==> src/uic_pkg.sv <==
// Constants, register map and modes of the universal input 3 counter block
// Behaviour
// - Six modes: plain, edge interrupt, counter, frequency, period, gate counter; plain after reset.
// - Counter direction up or down; up by default.
// - Counter counts on rising or falling edge; rising by default.
// - Counter interrupt option, at compare value up or zero passage down; off by default.
// - Frequency gate time 0.1 s, 1 s or 10 s; 1 s by default.
// - Period and 24 bit gate counter modes need only the mode selection; here both also need the control enable bit.
// - Deactivated input behaves as an ordinary digital input.
// - Deactivated input state is shown only on direct host read, not in images.
// - Edge interrupt mode interrupts on every configured edge.
// - Enabled counter interrupts at compare value up, or passing zero down.
// - First info word carries module start address 272 (0x0110).
// - Second info word byte 8 holds input number; byte 9 meaningless.
// - Third info word always reads 0x0000.
// - Counter 3 is 24 bits wide and presented as 24 bits.
// - Edge interrupt mode defaults to rising edge.
package uic_pkg;
    typedef enum logic [2:0] {
        mode_plain,
        mode_edge_irq,
        mode_counter,
        mode_frequency,
        mode_period,
        mode_gate
    } mode_e;

    localparam logic [7:0]  addr_config     = 8'h00;
    localparam logic [7:0]  addr_start_cmp  = 8'h04;
    localparam logic [7:0]  addr_control    = 8'h08;
    localparam logic [7:0]  addr_count      = 8'h0c;
    localparam logic [7:0]  addr_measure    = 8'h10;
    localparam logic [7:0]  addr_pin        = 8'h14;
    localparam logic [7:0]  addr_status     = 8'h18;
    localparam logic [7:0]  addr_mask       = 8'h1c;
    localparam logic [7:0]  addr_info_a     = 8'h20;
    localparam logic [7:0]  addr_info_b     = 8'h24;
    localparam logic [7:0]  addr_info_c     = 8'h28;
    localparam logic [7:0]  addr_pending    = 8'h2c;

    // Config fields
    localparam int          cfg_mode_lsb    = 0;
    localparam int          cfg_down_bit    = 4;
    localparam int          cfg_fall_bit    = 5;
    localparam int          cfg_irq_en_bit  = 6;
    localparam int          cfg_gate_lsb    = 8;
    localparam logic [1:0]  gate_100ms      = 2'h0;
    localparam logic [1:0]  gate_1s         = 2'h1;
    localparam logic [1:0]  gate_10s        = 2'h2;
    // Reset: plain, up, rising, irq off, gate 1 s
    localparam logic [31:0] config_reset    = 32'h0000_0100;

    // Control fields
    localparam int          ctl_enable_bit  = 0;
    localparam int          ctl_load_bit    = 1;

    // Status bits
    localparam int          st_edge_bit     = 0;
    localparam int          st_count_bit    = 1;
    localparam int          st_overrun_bit  = 2;

    localparam int          count_width     = 24;
    localparam logic [15:0] module_address  = 16'h0110;
    localparam logic [7:0]  input_number    = 8'h03;
    localparam logic [15:0] info_c_value    = 16'h0000;

    localparam longint      clk_hz          = 250_000_000;
    localparam longint      gate_100ms_ms   = 100;
    localparam longint      gate_100ms_cyc  = clk_hz * gate_100ms_ms / 1000;
    localparam int          gate_decades    = 10;
endpackage

==> src/uic_top.sv <==
// Universal input 3: digital input, edge interrupt, counters and measurement
// Assumes an Avalon-MM master on core_clk and an asynchronous pin on in_pin
//
// The placing of the registers and register access over Avalon-MM are this design's own decisions.
`timescale 1ns/1ns
`default_nettype none
module uic_top
#(
    parameter longint TICK_CYCLES = uic_pkg::gate_100ms_cyc,
    parameter int     CW          = uic_pkg::count_width
)
(
    // Clock and reset
    input  wire logic        core_clk,
    input  wire logic        nrst,
    // Avalon-MM slave
    input  wire logic [7:0]  avs_address,
    input  wire logic        avs_read,
    input  wire logic        avs_write,
    input  wire logic [31:0] avs_writedata,
    input  wire logic [3:0]  avs_byteenable,
    output logic [31:0]      avs_readdata,
    output logic             avs_waitrequest,
    // Pins
    input  wire logic        in_pin,
    output logic             irq
);
    ////////////////////////////////////////////////////////////////////////////////
    // Registers
    logic [31:0]   config_reg;
    logic [CW-1:0] start_cmp;
    logic [1:0]    control;
    logic [CW-1:0] count;
    logic [CW-1:0] measure;
    logic [2:0]    status;
    logic [2:0]    mask;
    logic          pending;
    logic [7:0]    pend_cnt;
    logic          ack_done;
    logic [31:0]   rdata;
    logic          load_prev;

    uic_pkg::mode_e mode;
    logic           dir_down;
    logic           edge_fall;
    logic           cnt_irq_en;
    logic [1:0]     gate_sel;

    assign mode       = uic_pkg::mode_e'(config_reg[uic_pkg::cfg_mode_lsb +: 3]);
    assign dir_down   = config_reg[uic_pkg::cfg_down_bit];
    assign edge_fall  = config_reg[uic_pkg::cfg_fall_bit];
    assign cnt_irq_en = config_reg[uic_pkg::cfg_irq_en_bit];
    assign gate_sel   = config_reg[uic_pkg::cfg_gate_lsb +: 2];

    ////////////////////////////////////////////////////////////////////////////////
    // Input conditioning
    logic pin_level;
    logic pin_rise;
    logic pin_fall;
    logic sel_edge;

    uic_sync u_sync
    (
        .core_clk (core_clk),
        .nrst     (nrst),
        .pin      (in_pin),
        .level    (pin_level),
        .rise     (pin_rise),
        .fall     (pin_fall)
    );

    assign sel_edge = edge_fall ? pin_fall : pin_rise;

    ////////////////////////////////////////////////////////////////////////////////
    // Bus decode
    logic wr_cfg;
    logic wr_cmp;
    logic wr_ctl;
    logic wr_status;
    logic wr_mask;
    logic wr_pend;
    logic [31:0] wmask;
    logic        rd_done;
    logic        rd_capture;

    // Writes never wait; a read waits one cycle for its registered data
    assign rd_capture      = avs_read && !rd_done;
    assign avs_waitrequest = rd_capture;
    assign wmask = {{8{avs_byteenable[3]}}, {8{avs_byteenable[2]}}, {8{avs_byteenable[1]}}, {8{avs_byteenable[0]}}};
    assign wr_cfg    = avs_write && (avs_address == uic_pkg::addr_config);
    assign wr_cmp    = avs_write && (avs_address == uic_pkg::addr_start_cmp);
    assign wr_ctl    = avs_write && (avs_address == uic_pkg::addr_control);
    assign wr_status = avs_write && (avs_address == uic_pkg::addr_status);
    assign wr_mask   = avs_write && (avs_address == uic_pkg::addr_mask);
    assign wr_pend   = avs_write && (avs_address == uic_pkg::addr_pending) && avs_writedata[0] && avs_byteenable[0];

    always_comb
    begin
        rdata = 32'h0000_0000;
        if (avs_address == uic_pkg::addr_config)
            rdata = config_reg;
        else if (avs_address == uic_pkg::addr_start_cmp)
            rdata = 32'(start_cmp);
        else if (avs_address == uic_pkg::addr_control)
            rdata = 32'(control);
        else if (avs_address == uic_pkg::addr_count)
            rdata = 32'(count);
        else if (avs_address == uic_pkg::addr_measure)
            rdata = 32'(measure);
        else if (avs_address == uic_pkg::addr_pin)
            rdata = {31'h0000_0000, pin_level};
        else if (avs_address == uic_pkg::addr_status)
            rdata = 32'(status);
        else if (avs_address == uic_pkg::addr_mask)
            rdata = 32'(mask);
        else if (avs_address == uic_pkg::addr_info_a)
            rdata = {16'h0000, uic_pkg::module_address};
        else if (avs_address == uic_pkg::addr_info_b)
            rdata = {16'h0000, uic_pkg::input_number, 8'h00};
        else if (avs_address == uic_pkg::addr_info_c)
            rdata = {16'h0000, uic_pkg::info_c_value};
        else if (avs_address == uic_pkg::addr_pending)
            rdata = {16'h0000, pend_cnt, 7'h00, pending};
    end

    ////////////////////////////////////////////////////////////////////////////////
    // Read answer
    // One wait state per read so the registered data stands at the accepting edge
    always_ff @(posedge core_clk or negedge nrst)
    begin
        if (!nrst)
        begin
            rd_done      <= 1'b0;
            avs_readdata <= 32'h0000_0000;
        end
        else
        begin
            rd_done <= rd_capture;
            if (rd_capture)
                avs_readdata <= rdata;
        end
    end

    ////////////////////////////////////////////////////////////////////////////////
    // Configuration registers
    always_ff @(posedge core_clk or negedge nrst)
    begin
        if (!nrst)
        begin
            config_reg <= uic_pkg::config_reset;
            start_cmp  <= '0;
            control    <= 2'h0;
            mask       <= 3'h0;
        end
        else
        begin
            if (wr_cfg)
                config_reg <= (config_reg & ~wmask) | (avs_writedata & wmask);
            if (wr_cmp)
                start_cmp <= CW'((32'(start_cmp) & ~wmask) | (avs_writedata & wmask));
            if (wr_ctl && avs_byteenable[0])
                control <= avs_writedata[1:0];
            if (wr_mask && avs_byteenable[0])
                mask <= avs_writedata[2:0];
        end
    end

    ////////////////////////////////////////////////////////////////////////////////
    // Counting and measurement
    logic          enabled;
    logic          load_rise;
    logic          gate_end;
    logic          cnt_hit;
    logic [CW-1:0] acc;
    logic          period_armed;
    logic          cnt_max;

    assign enabled   = control[uic_pkg::ctl_enable_bit];
    assign load_rise = control[uic_pkg::ctl_load_bit] & ~load_prev;
    assign cnt_max   = (count == {CW{1'b1}});

    uic_gate_timer #(.TICK_CYCLES(TICK_CYCLES)) u_gate
    (
        .core_clk (core_clk),
        .nrst     (nrst),
        .run      (enabled && (mode == uic_pkg::mode_frequency)),
        .gate_sel (gate_sel),
        .gate_end (gate_end)
    );

    // Up hits at compare; down fires when passing 1 to 0
    assign cnt_hit = (mode == uic_pkg::mode_counter) && enabled && sel_edge && cnt_irq_en &&
                     (dir_down ? (count == CW'(1)) : (count + CW'(1) == start_cmp));

    always_ff @(posedge core_clk or negedge nrst)
    begin
        if (!nrst)
        begin
            count        <= '0;
            measure      <= '0;
            acc          <= '0;
            load_prev    <= 1'b0;
            period_armed <= 1'b0;
        end
        else
        begin
            load_prev <= control[uic_pkg::ctl_load_bit];
            case (mode)
                uic_pkg::mode_counter:
                begin
                    if (load_rise)
                        count <= dir_down ? start_cmp : '0;
                    else if (enabled && sel_edge)
                    begin
                        if (dir_down)
                            count <= (count == '0) ? count : count - CW'(1);
                        else if (!cnt_max && !(cnt_irq_en && count == start_cmp && start_cmp != '0))
                            count <= count + CW'(1);
                    end
                end
                uic_pkg::mode_frequency:
                begin
                    if (gate_end)
                    begin
                        measure <= acc + CW'(pin_rise);
                        acc     <= '0;
                    end
                    else if (enabled && pin_rise)
                        acc <= acc + CW'(1);
                end
                uic_pkg::mode_period:
                begin
                    // Clock cycles between rising edges; saturates on slow inputs
                    if (enabled && pin_rise)
                    begin
                        if (period_armed)
                            measure <= acc;
                        period_armed <= 1'b1;
                        acc          <= CW'(1);
                    end
                    else if (enabled && acc != {CW{1'b1}})
                        acc <= acc + CW'(1);
                end
                uic_pkg::mode_gate:
                begin
                    // Counts clock cycles while the pin holds the gate open
                    if (load_rise)
                        count <= '0;
                    else if (enabled && pin_level && !cnt_max)
                        count <= count + CW'(1);
                end
                default:
                begin
                    acc          <= '0;
                    period_armed <= 1'b0;
                end
            endcase
        end
    end

    ////////////////////////////////////////////////////////////////////////////////
    // Interrupt events
    logic edge_hit;
    logic any_event;
    logic [2:0] event_bits;
    logic overrun;
    logic       pend_inc;
    logic       pend_dec;
    logic [7:0] next_pend_cnt;

    assign edge_hit   = (mode == uic_pkg::mode_edge_irq) && sel_edge;
    assign any_event  = edge_hit | cnt_hit;
    // Host acks an event via the pending register; unacked events queue up
    assign overrun    = any_event && (pend_cnt == 8'hff) && !wr_pend;
    assign event_bits = {overrun, cnt_hit, edge_hit};
    assign ack_done   = wr_pend && pending;
    assign pend_inc   = any_event && !overrun;
    assign pend_dec   = ack_done && (pend_cnt != 8'h00);
    assign next_pend_cnt = (pend_inc && !ack_done) ? pend_cnt + 8'd1 :
                           (!pend_inc && pend_dec) ? pend_cnt - 8'd1 : pend_cnt;

    always_ff @(posedge core_clk or negedge nrst)
    begin
        if (!nrst)
            status <= 3'h0;
        else
        begin
            // Set wins over a simultaneous clear
            status <= (wr_status ? (status & ~avs_writedata[2:0]) : status) | event_bits;
        end
    end

    // Pending follows the next count, so no stale request outlives the last ack
    always_ff @(posedge core_clk or negedge nrst)
    begin
        if (!nrst)
        begin
            pend_cnt <= 8'h00;
            pending  <= 1'b0;
        end
        else
        begin
            pend_cnt <= next_pend_cnt;
            pending  <= (next_pend_cnt != 8'h00);
        end
    end

    assign irq = |(status & mask);
endmodule // uic_top
`default_nettype wire

==> src/uic_sync.sv <==
// Two flip-flop synchroniser with edge detection on the settled level
// Assumes an asynchronous pin input
`timescale 1ns/1ns
`default_nettype none
module uic_sync
(
    // Clock and reset
    input  wire logic core_clk,
    input  wire logic nrst,
    // Pin
    input  wire logic pin,
    // Settled level and edges
    output logic      level,
    output logic      rise,
    output logic      fall
);
    logic meta;
    logic settled;
    logic prev;

    always_ff @(posedge core_clk or negedge nrst)
    begin
        if (!nrst)
        begin
            meta    <= 1'b0;
            settled <= 1'b0;
            prev    <= 1'b0;
        end
        else
        begin
            meta    <= pin;
            settled <= meta;
            prev    <= settled;
        end
    end

    assign level = settled;
    assign rise  = settled & ~prev;
    assign fall  = ~settled & prev;
endmodule // uic_sync
`default_nettype wire

==> src/uic_gate_timer.sv <==
// Gate time base: one-cycle pulse at the end of every gate window
// Assumes 100 ms tick count as parameter; 1 s and 10 s built by decade counting
`timescale 1ns/1ns
`default_nettype none
module uic_gate_timer
#(
    parameter longint TICK_CYCLES = uic_pkg::gate_100ms_cyc
)
(
    // Clock and reset
    input  wire logic       core_clk,
    input  wire logic       nrst,
    // Control
    input  wire logic       run,
    input  wire logic [1:0] gate_sel,
    // Window end
    output logic            gate_end
);
    logic [31:0] tick_cnt;
    logic [6:0]  tick_num;
    logic        tick;
    logic [6:0]  ticks_needed;

    assign tick = run && (tick_cnt == 32'(TICK_CYCLES - 1));
    assign ticks_needed = (gate_sel == uic_pkg::gate_100ms) ? 7'd1 :
                          (gate_sel == uic_pkg::gate_10s) ? 7'(uic_pkg::gate_decades * uic_pkg::gate_decades) :
                          7'(uic_pkg::gate_decades);
    assign gate_end = tick && (tick_num == ticks_needed - 7'd1);

    always_ff @(posedge core_clk or negedge nrst)
    begin
        if (!nrst)
        begin
            tick_cnt <= 32'h0000_0000;
            tick_num <= 7'h00;
        end
        else if (!run)
        begin
            tick_cnt <= 32'h0000_0000;
            tick_num <= 7'h00;
        end
        else
        begin
            tick_cnt <= tick ? 32'h0000_0000 : tick_cnt + 32'd1;
            if (gate_end)
                tick_num <= 7'h00;
            else if (tick)
                tick_num <= tick_num + 7'd1;
        end
    end
endmodule // uic_gate_timer
`default_nettype wire

==> config.mk <==
export PLATFORM = sky130hd
export DESIGN_NAME = uic_top
export DESIGN_NICKNAME = d
export VERILOG_FILES = /design/src/uic_pkg.sv /design/src/uic_top.sv /design/src/uic_sync.sv /design/src/uic_gate_timer.sv
export SDC_FILE = /design/constraint.sdc
export NUM_CORES = 1
export LEC_CHECK = 0
export BUFFER_PORTS_ARGS = -buffer_cell sky130_fd_sc_hd__buf_2
export CAP_MARGIN = 10
export CORE_UTILIZATION = 46
export DETAILED_ROUTE_END_ITERATION = 8
export PLACE_DENSITY = 0.66
export SLEW_MARGIN = 10
export SYNTH_ARGS = -nofsm -noshare
export SYNTH_HDL_FRONTEND = slang
export SYNTH_SLANG_ARGS = --single-unit
export TNS_END_PERCENT = 10
==> constraint.sdc <==
create_clock -name core_clk -period 3.1 [get_ports core_clk]
set_input_delay 0.155 -clock core_clk [delete_from_list [all_inputs] [get_ports core_clk]]
set_output_delay 0.155 -clock core_clk [all_outputs]
set_load 0.01 [all_outputs]
# Yosys cells after proc, flatten, opt, wreduce, memory -nomap -nowiden
# Index checks and enable logic that the tools add are counted.
[word_totals] elab_cells=182 ff_bits=222 in_bits=49 output_inout_bits=34
[op_classes] n_addsub=9 n_eq_ne=35 mux=44 reduce_logical=56 bitwise=19
[ops] cell="$mux 24" n=18
[ops] cell="$mux 32" n=4
[ops] cell="$mux 16" n=7
[ops] cell="$pmux 24 s2" n=2
[ops] cell="$pmux 24 s3" n=1
[ops] cell="$and 32x32->32" n=2
[ops] cell="$add 24x1->24 const B" n=2
[ops] cell="$eq 24x24->1" n=2
[ops] cell="$mux 7" n=5
[ops] cell="$logic_and 1x1->1" n=34
[ops] cell="$add 32x1->32 const B" n=1
[ops] cell="$eq 32x25->1 const B" n=1
[ops] cell="$eq 8x5->1 const B" n=4
[ops] cell="$eq 8x6->1 const B" n=4
[ops] cell="$not 32->32" n=1
[ops] cell="$or 32x32->32" n=1
[ops] cell="$add 24x1->24" n=1
[ops] cell="$and 24x24->24" n=1
[ops] cell="$eq 24x1->1 const B" n=1
[ops] cell="$eq 24x24->1 const B" n=1
[ops] cell="$logic_not 24->1" n=1
[ops] cell="$ne 24x24->1 const B" n=1
[ops] cell="$or 24x24->24" n=1
[ops] cell="$reduce_bool 24->1" n=1
[ops] cell="39 further kinds" n=66

# Logic depth before layout (Yosys ltp)
[depth] ltp_word=16 mapped_depth=15 depth_no_buf=13

# By module
# A second synthesis with hierarchy kept.
[unflattened] cells_unflattened=1432 area_unflattened_um2=13001.2
[modules_own_cells] module="uic_top" cells_each=1199 instances=1 area_per_inst_um2=10739.0 seq_area_each_um2=4505.6
[modules_own_cells] module="uic_gate_timer" cells_each=228 instances=1 area_per_inst_um2=2172.1 seq_area_each_um2=975.9
[modules_own_cells] module="uic_sync" cells_each=5 instances=1 area_per_inst_um2=90.1 seq_area_each_um2=75.1

# Least setup slack after synthesis
# OpenSTA, ideal clock, no wires.
[synth_timing] kind="flip-flop to flip-flop" start="reg count[0]" end="reg pending" path_stages_with_launch=16 setup_time_ns=0.133 arrival_ns=3.060 required_time_ns=2.967 path_slack_ns=-0.092 period_less_slack_ns=3.192 n_path_buf=2 cell_sequence="dfrtp_1 -> clkbuf_1 -> inv_1 -> ha_1 -> xor2_1 -> a2111oi_0 -> nand4_1 -> a31oi_1 -> nand4b_1 -> nor4b_4 -> o21ai_2 -> buf_6 -> mux2i_1 -> xnor2_1 -> nor3_2 -> nand4b_1"
[synth_via] elab_chain_len=14 elab_cells_between_ends=16 classes_between="add/sub (1); eq/ne (2); mux (3); bitwise (1); reduce/logical (9)"
[synth_lines] element="from (decl)" line_no="uic_top.sv:33" rtl="logic [CW-1:0] count;"
[synth_lines] element="from (signal assigned)" line_no="uic_top.sv:212" rtl="count <= dir_down ? start_cmp : '0;"
[synth_lines] element="from (signal assigned)" line_no="uic_top.sv:216" rtl="count <= (count == '0) ? count : count - CW'(1);"
[synth_lines] element="from (signal assigned)" line_no="uic_top.sv:218" rtl="count <= count + CW'(1);"
[synth_lines] element="$add 24x1->24" line_no="uic_top.sv:193" rtl="(dir_down ? (count == CW'(1)) : (count + CW'(1) == start_cmp));"
[synth_lines] element="$eq 24x24->1" line_no="uic_top.sv:193"
[synth_lines] element="$mux 1 *" line_no="uic_top.sv:193"
[synth_lines] element="$logic_and 1x1->1 *" line_no="uic_top.sv:192" rtl="assign cnt_hit = (mode == uic_pkg::mode_counter) && enabled && sel_edge && cnt_irq_en &&"
[synth_lines] element="$or 1x1->1 *" line_no="uic_top.sv:272" rtl="assign any_event = edge_hit | cnt_hit;"
[synth_lines] element="$logic_and 1x1->1 (2 in a row)" line_no="uic_top.sv:274" rtl="assign overrun = any_event && (pend_cnt == 8'hff) && !wr_pend;"
[synth_lines] element="$logic_not 1->1" line_no="uic_top.sv:277" rtl="assign pend_inc = any_event && !overrun;"
[synth_lines] element="$logic_and 1x1->1 *" line_no="uic_top.sv:277"
[synth_lines] element="$logic_not 1->1" line_no="uic_top.sv:280" rtl="(!pend_inc && pend_dec) ? pend_cnt - 8'd1 : pend_cnt;"
[synth_lines] element="$logic_and 1x1->1" line_no="uic_top.sv:280"
[synth_lines] element="$mux 8" line_no="uic_top.sv:280"
[synth_lines] element="$mux 8 *" line_no="uic_top.sv:279" rtl="assign next_pend_cnt = (pend_inc && !ack_done) ? pend_cnt + 8'd1 :"
[synth_lines] element="via next_pend_cnt[5]" line_no="uic_top.sv:269" rtl="logic [7:0] next_pend_cnt;"
[synth_lines] element="$reduce_bool 8->1 *" line_no="uic_top.sv:304" rtl="pending <= (next_pend_cnt != 8'h00);"
[synth_lines] element="to (signal assigned)" line_no="uic_top.sv:304"
[synth_lines] element="to (decl)" line_no="uic_top.sv:37" rtl="logic pending;"
# The timed path passes the listed nets; every way through them passes the cells marked *.
# A chain may end at the register's enable or synchronous reset.

# Worst setup path after layout
# Same ends and word-level chain as after synthesis.

==> flow_summary.json <==
{
  "ys_seq_elements": 222,
  "nets": 1666,
  "slowest_stage": "dfrtp_2",
  "synth_warnings": 0,
  "dr.pass1.iters": 9,
  "fin_tns_setup_ps": -43.8,
  "hold_depth": 4,
  "wire_per_inst_um": 20.1,
  "synth_top_area_cell": "dfrtp_1",
  "syn-num-nets": 1453,
  "die_w_um": 167,
  "critPathTopFamily": "simple AND/OR/NAND/NOR gates",
  "grt_usage_pct": 28.4,
  "ys.flop_type": "dfrtp_1",
  "grt_use_met2_pct": 44.7,
  "avgSynthCellArea_um2": 9.04,
  "ys_async_sr_fraction_pct": 100,
  "area_growth_pct": 25.5,
  "reg2reg_depth": 14,
  "worstPathMaxFanout": 6,
  "die_y_um": 167,
  "slew_headroom_pct": 54.0,
  "gr-total-overflow": 0,
  "cp_num_buf_inv": 3,
  "final_util_pct": 58.8,
  "use_met1_pct": 38.9,
  "worst_pin_slew_ps": 687,
  "rsz0062_at_grt": "true",
  "die_area_mm2": 0.0280,
  "grt_max_degree": 85,
  "drive_gt1_share_pct": 25.0,
  "drtAntennaViolNets": 0,
  "yosysSeqAreaShare_pct": 44.2,
  "gp_congestion": 0.995,
  "ir_drop_v": 0.000430,
  "drt_iter0_drc": 1230,
  "post_drt_via_cell_ratio": 5.86,
  "synth_common_cells": "dfrtp_1, nand2_1, nor2_1",
  "antenna_found_initial": 1,
  "total_leakage_power_uw": 0.00719,
  "path_cells": "buf_4 > buf_4 > xnor2_2 > a2111oi_2 > nand4_1 > a31oi_1 > nand4b_1 > nor4b_4 > buf_4 > o21ai_4 > mux2i_1 > xnor2_1 > nor3_2 > nand4b_1",
  "synth-edff-count": 0,
  "cts_tree": "done",
  "fin_crit_sh_pct": 101,
  "stdcell_count": 1967,
  "power_density_mw_per_mm2": 535,
  "first_global_vias": 11161,
  "drv_slew": 0,
  "dp_cells": 1874,
  "clock_sinks": 222,
  "power_uw": 8450,
  "arrival_ps": 3560,
  "worstSetupPathDepth": 14,
  "synth_cell_types": 72,
  "required_ps": 3520,
  "clk_pin_slew_ps": 60,
  "num_vias": 11531,
  "dpl.hpwl_um": 28700,
  "failed_checks": "negative setup slack",
  "postLayoutSetupSlackWorst_ps": -43.8,
  "clock_path_buffers": 3,
  "clock.fmax_ghz": 0.318,
  "syn_area_mm2": 0.0126,
  "clkLatencyLatePin_ps": 550,
  "num_rows": 60,
  "hold_path.class": "input port to register",
  "cts_made_buffers": 27,
  "grt_pass1_wl_um": 62400,
  "cts_htree_levels": 1,
  "drc_errors": 0,
  "status": "finished with violations",
  "cap_viol_max_count": 0,
  "io_pins": 83,
  "slowest_delay_ps": 440,
  "hold_violations": 0,
  "crit_type": "register to register",
  "setup_violations": 1,
  "crit_top_cell": "buf_4",
  "use_met3_pct": 5.41,
  "clock-skew-final_ps": 12.9,
  "wl_um": 39600,
  "synth_cells": 1392,
  "synth_top_area_share_pct": 44.0,
  "start_kind": "register",
  "endpoint_kind": "register",
  "core_mm2": 0.0269,
  "cts-root-buf": "clkbuf_16",
  "min_period_ps": 3140,
  "grt.busiest_layer": "met2",
  "initial_core_util_pct": 46.8,
  "synthMostInstantiatedCell": "dfrtp_1",
  "portBuffers": 82,
  "n_antenna_cell": 0,
  "ys_top_cells_by_area": "dfrtp_1, mux2_2, nand2_1"
}
-- final cells by class --
class                   count  area, µm²
inverters                  31        116
clock buffers              42        842
multi-input cells        1057       6800
fillers                  2382      11100
clock inverters             8       90.1
flip-flops and latches    222       5560
repair buffers            266       1960
well taps                 341        427
-- worst register-to-register path, cell delays in order (launching register included) --
cell and delay [ps]:
dfrtp_2 440, buf_4 150, buf_4 140, xnor2_2 150, a2111oi_2 360, nand4_1 150, a31oi_1 200, nand4b_1 200
nor4b_4 290, buf_4 200, o21ai_4 110, mux2i_1 200, xnor2_1 130, nor3_2 180, nand4b_1 110
-- cells by family after synthesis --
kind of cell | after synthesis | share of synthesized area [%]
flip-flops | 222 | 44.2
XOR/XNOR | 111 | 7.73
AO/OA/AOI/OAI | 291 | 14.1
AND/OR/NAND/NOR | 558 | 21.8
adder cells (fa/ha/maj) | 12 | 1.19
buffers and inverters | 114 | 3.54
multiplexers | 84 | 7.40
-- worst paths after layout --
check                                   endpoint   startpoint  slack, ps
worst max-delay path                     pending     count[0]        -40
worst min-delay path            avs_readdata[25]     avs_read         80
worst max register to register           pending     count[0]        -40
worst min register to register      u_sync.level  u_sync.meta        370
max in group asynchronous              async pin         nrst       2120
min in group asynchronous               count[3]         nrst        130
-- through the flow --
step,setup WS [ps],hold slack [ps],area (µm²)
final,-43.8,77.2,15800
after global routing,-168,96.0,15800
after CTS,-26.8,47.5,15600
after detailed placement,-268,122,14200
after global placement,-193,120,14200
after floorplan,11.5,-141,12600
-- timing repair --
item                                    in CTS  in global routing
gates resized for setup                     12                 27
pin swaps                                    4                 14
endpoints found under the hold margin      122                  0
hold buffers                                34                  0
endpoints found under the setup margin      30                 41
setup buffers                                4                  3
gates cloned                                 1                  1
-- placed cells by master (no fill, tap or decap), types with 6 or more instances in the layout --
master	Yosys	final
a21oi_1	89	87
a222oi_1	20	20
a22oi_1	6	6
a31oi_1	8	8
and3_1	20	20
buf_2	4	81
buf_4	1	144
clkbuf_16	0	28
clkbuf_8	0	11
dfrtp_1	221	218
dlygate4sd3_1	0	34
ha_1	12	11
inv_1	30	30
mux2_2	72	72
mux2i_1	12	12
nand2_1	180	179
nand2b_1	21	20
nand3_1	71	70
nand4_1	24	24
nor2_1	110	107
nor2b_1	16	14
nor3_1	29	23
nor3_2	2	8
nor4_1	28	22
o21ai_0	107	105
o31ai_1	8	8
or2_2	8	8
or3_1	16	16
xnor2_1	50	49
xor2_1	61	61
-- metal layers --
| layer | part of all wire (%) | vias up |
|---|---|---|
| met2 | 46 | 435 |
| li1 | - | 5403 |
| met5 | 0.033 | - |
| met4 | 3.5 | 2 |
| met1 | 43 | 5588 |
| met3 | 7.2 | 103 |
-- where the power goes --
group | internal (µW) | leakage [µW] | switching, µW
Clock | 1950 | 0.000461 | 1270
Combinational | 901 | 0.00371 | 1150
Sequential | 3030 | 0.00302 | 151
(Power assumes the default switching activity.)
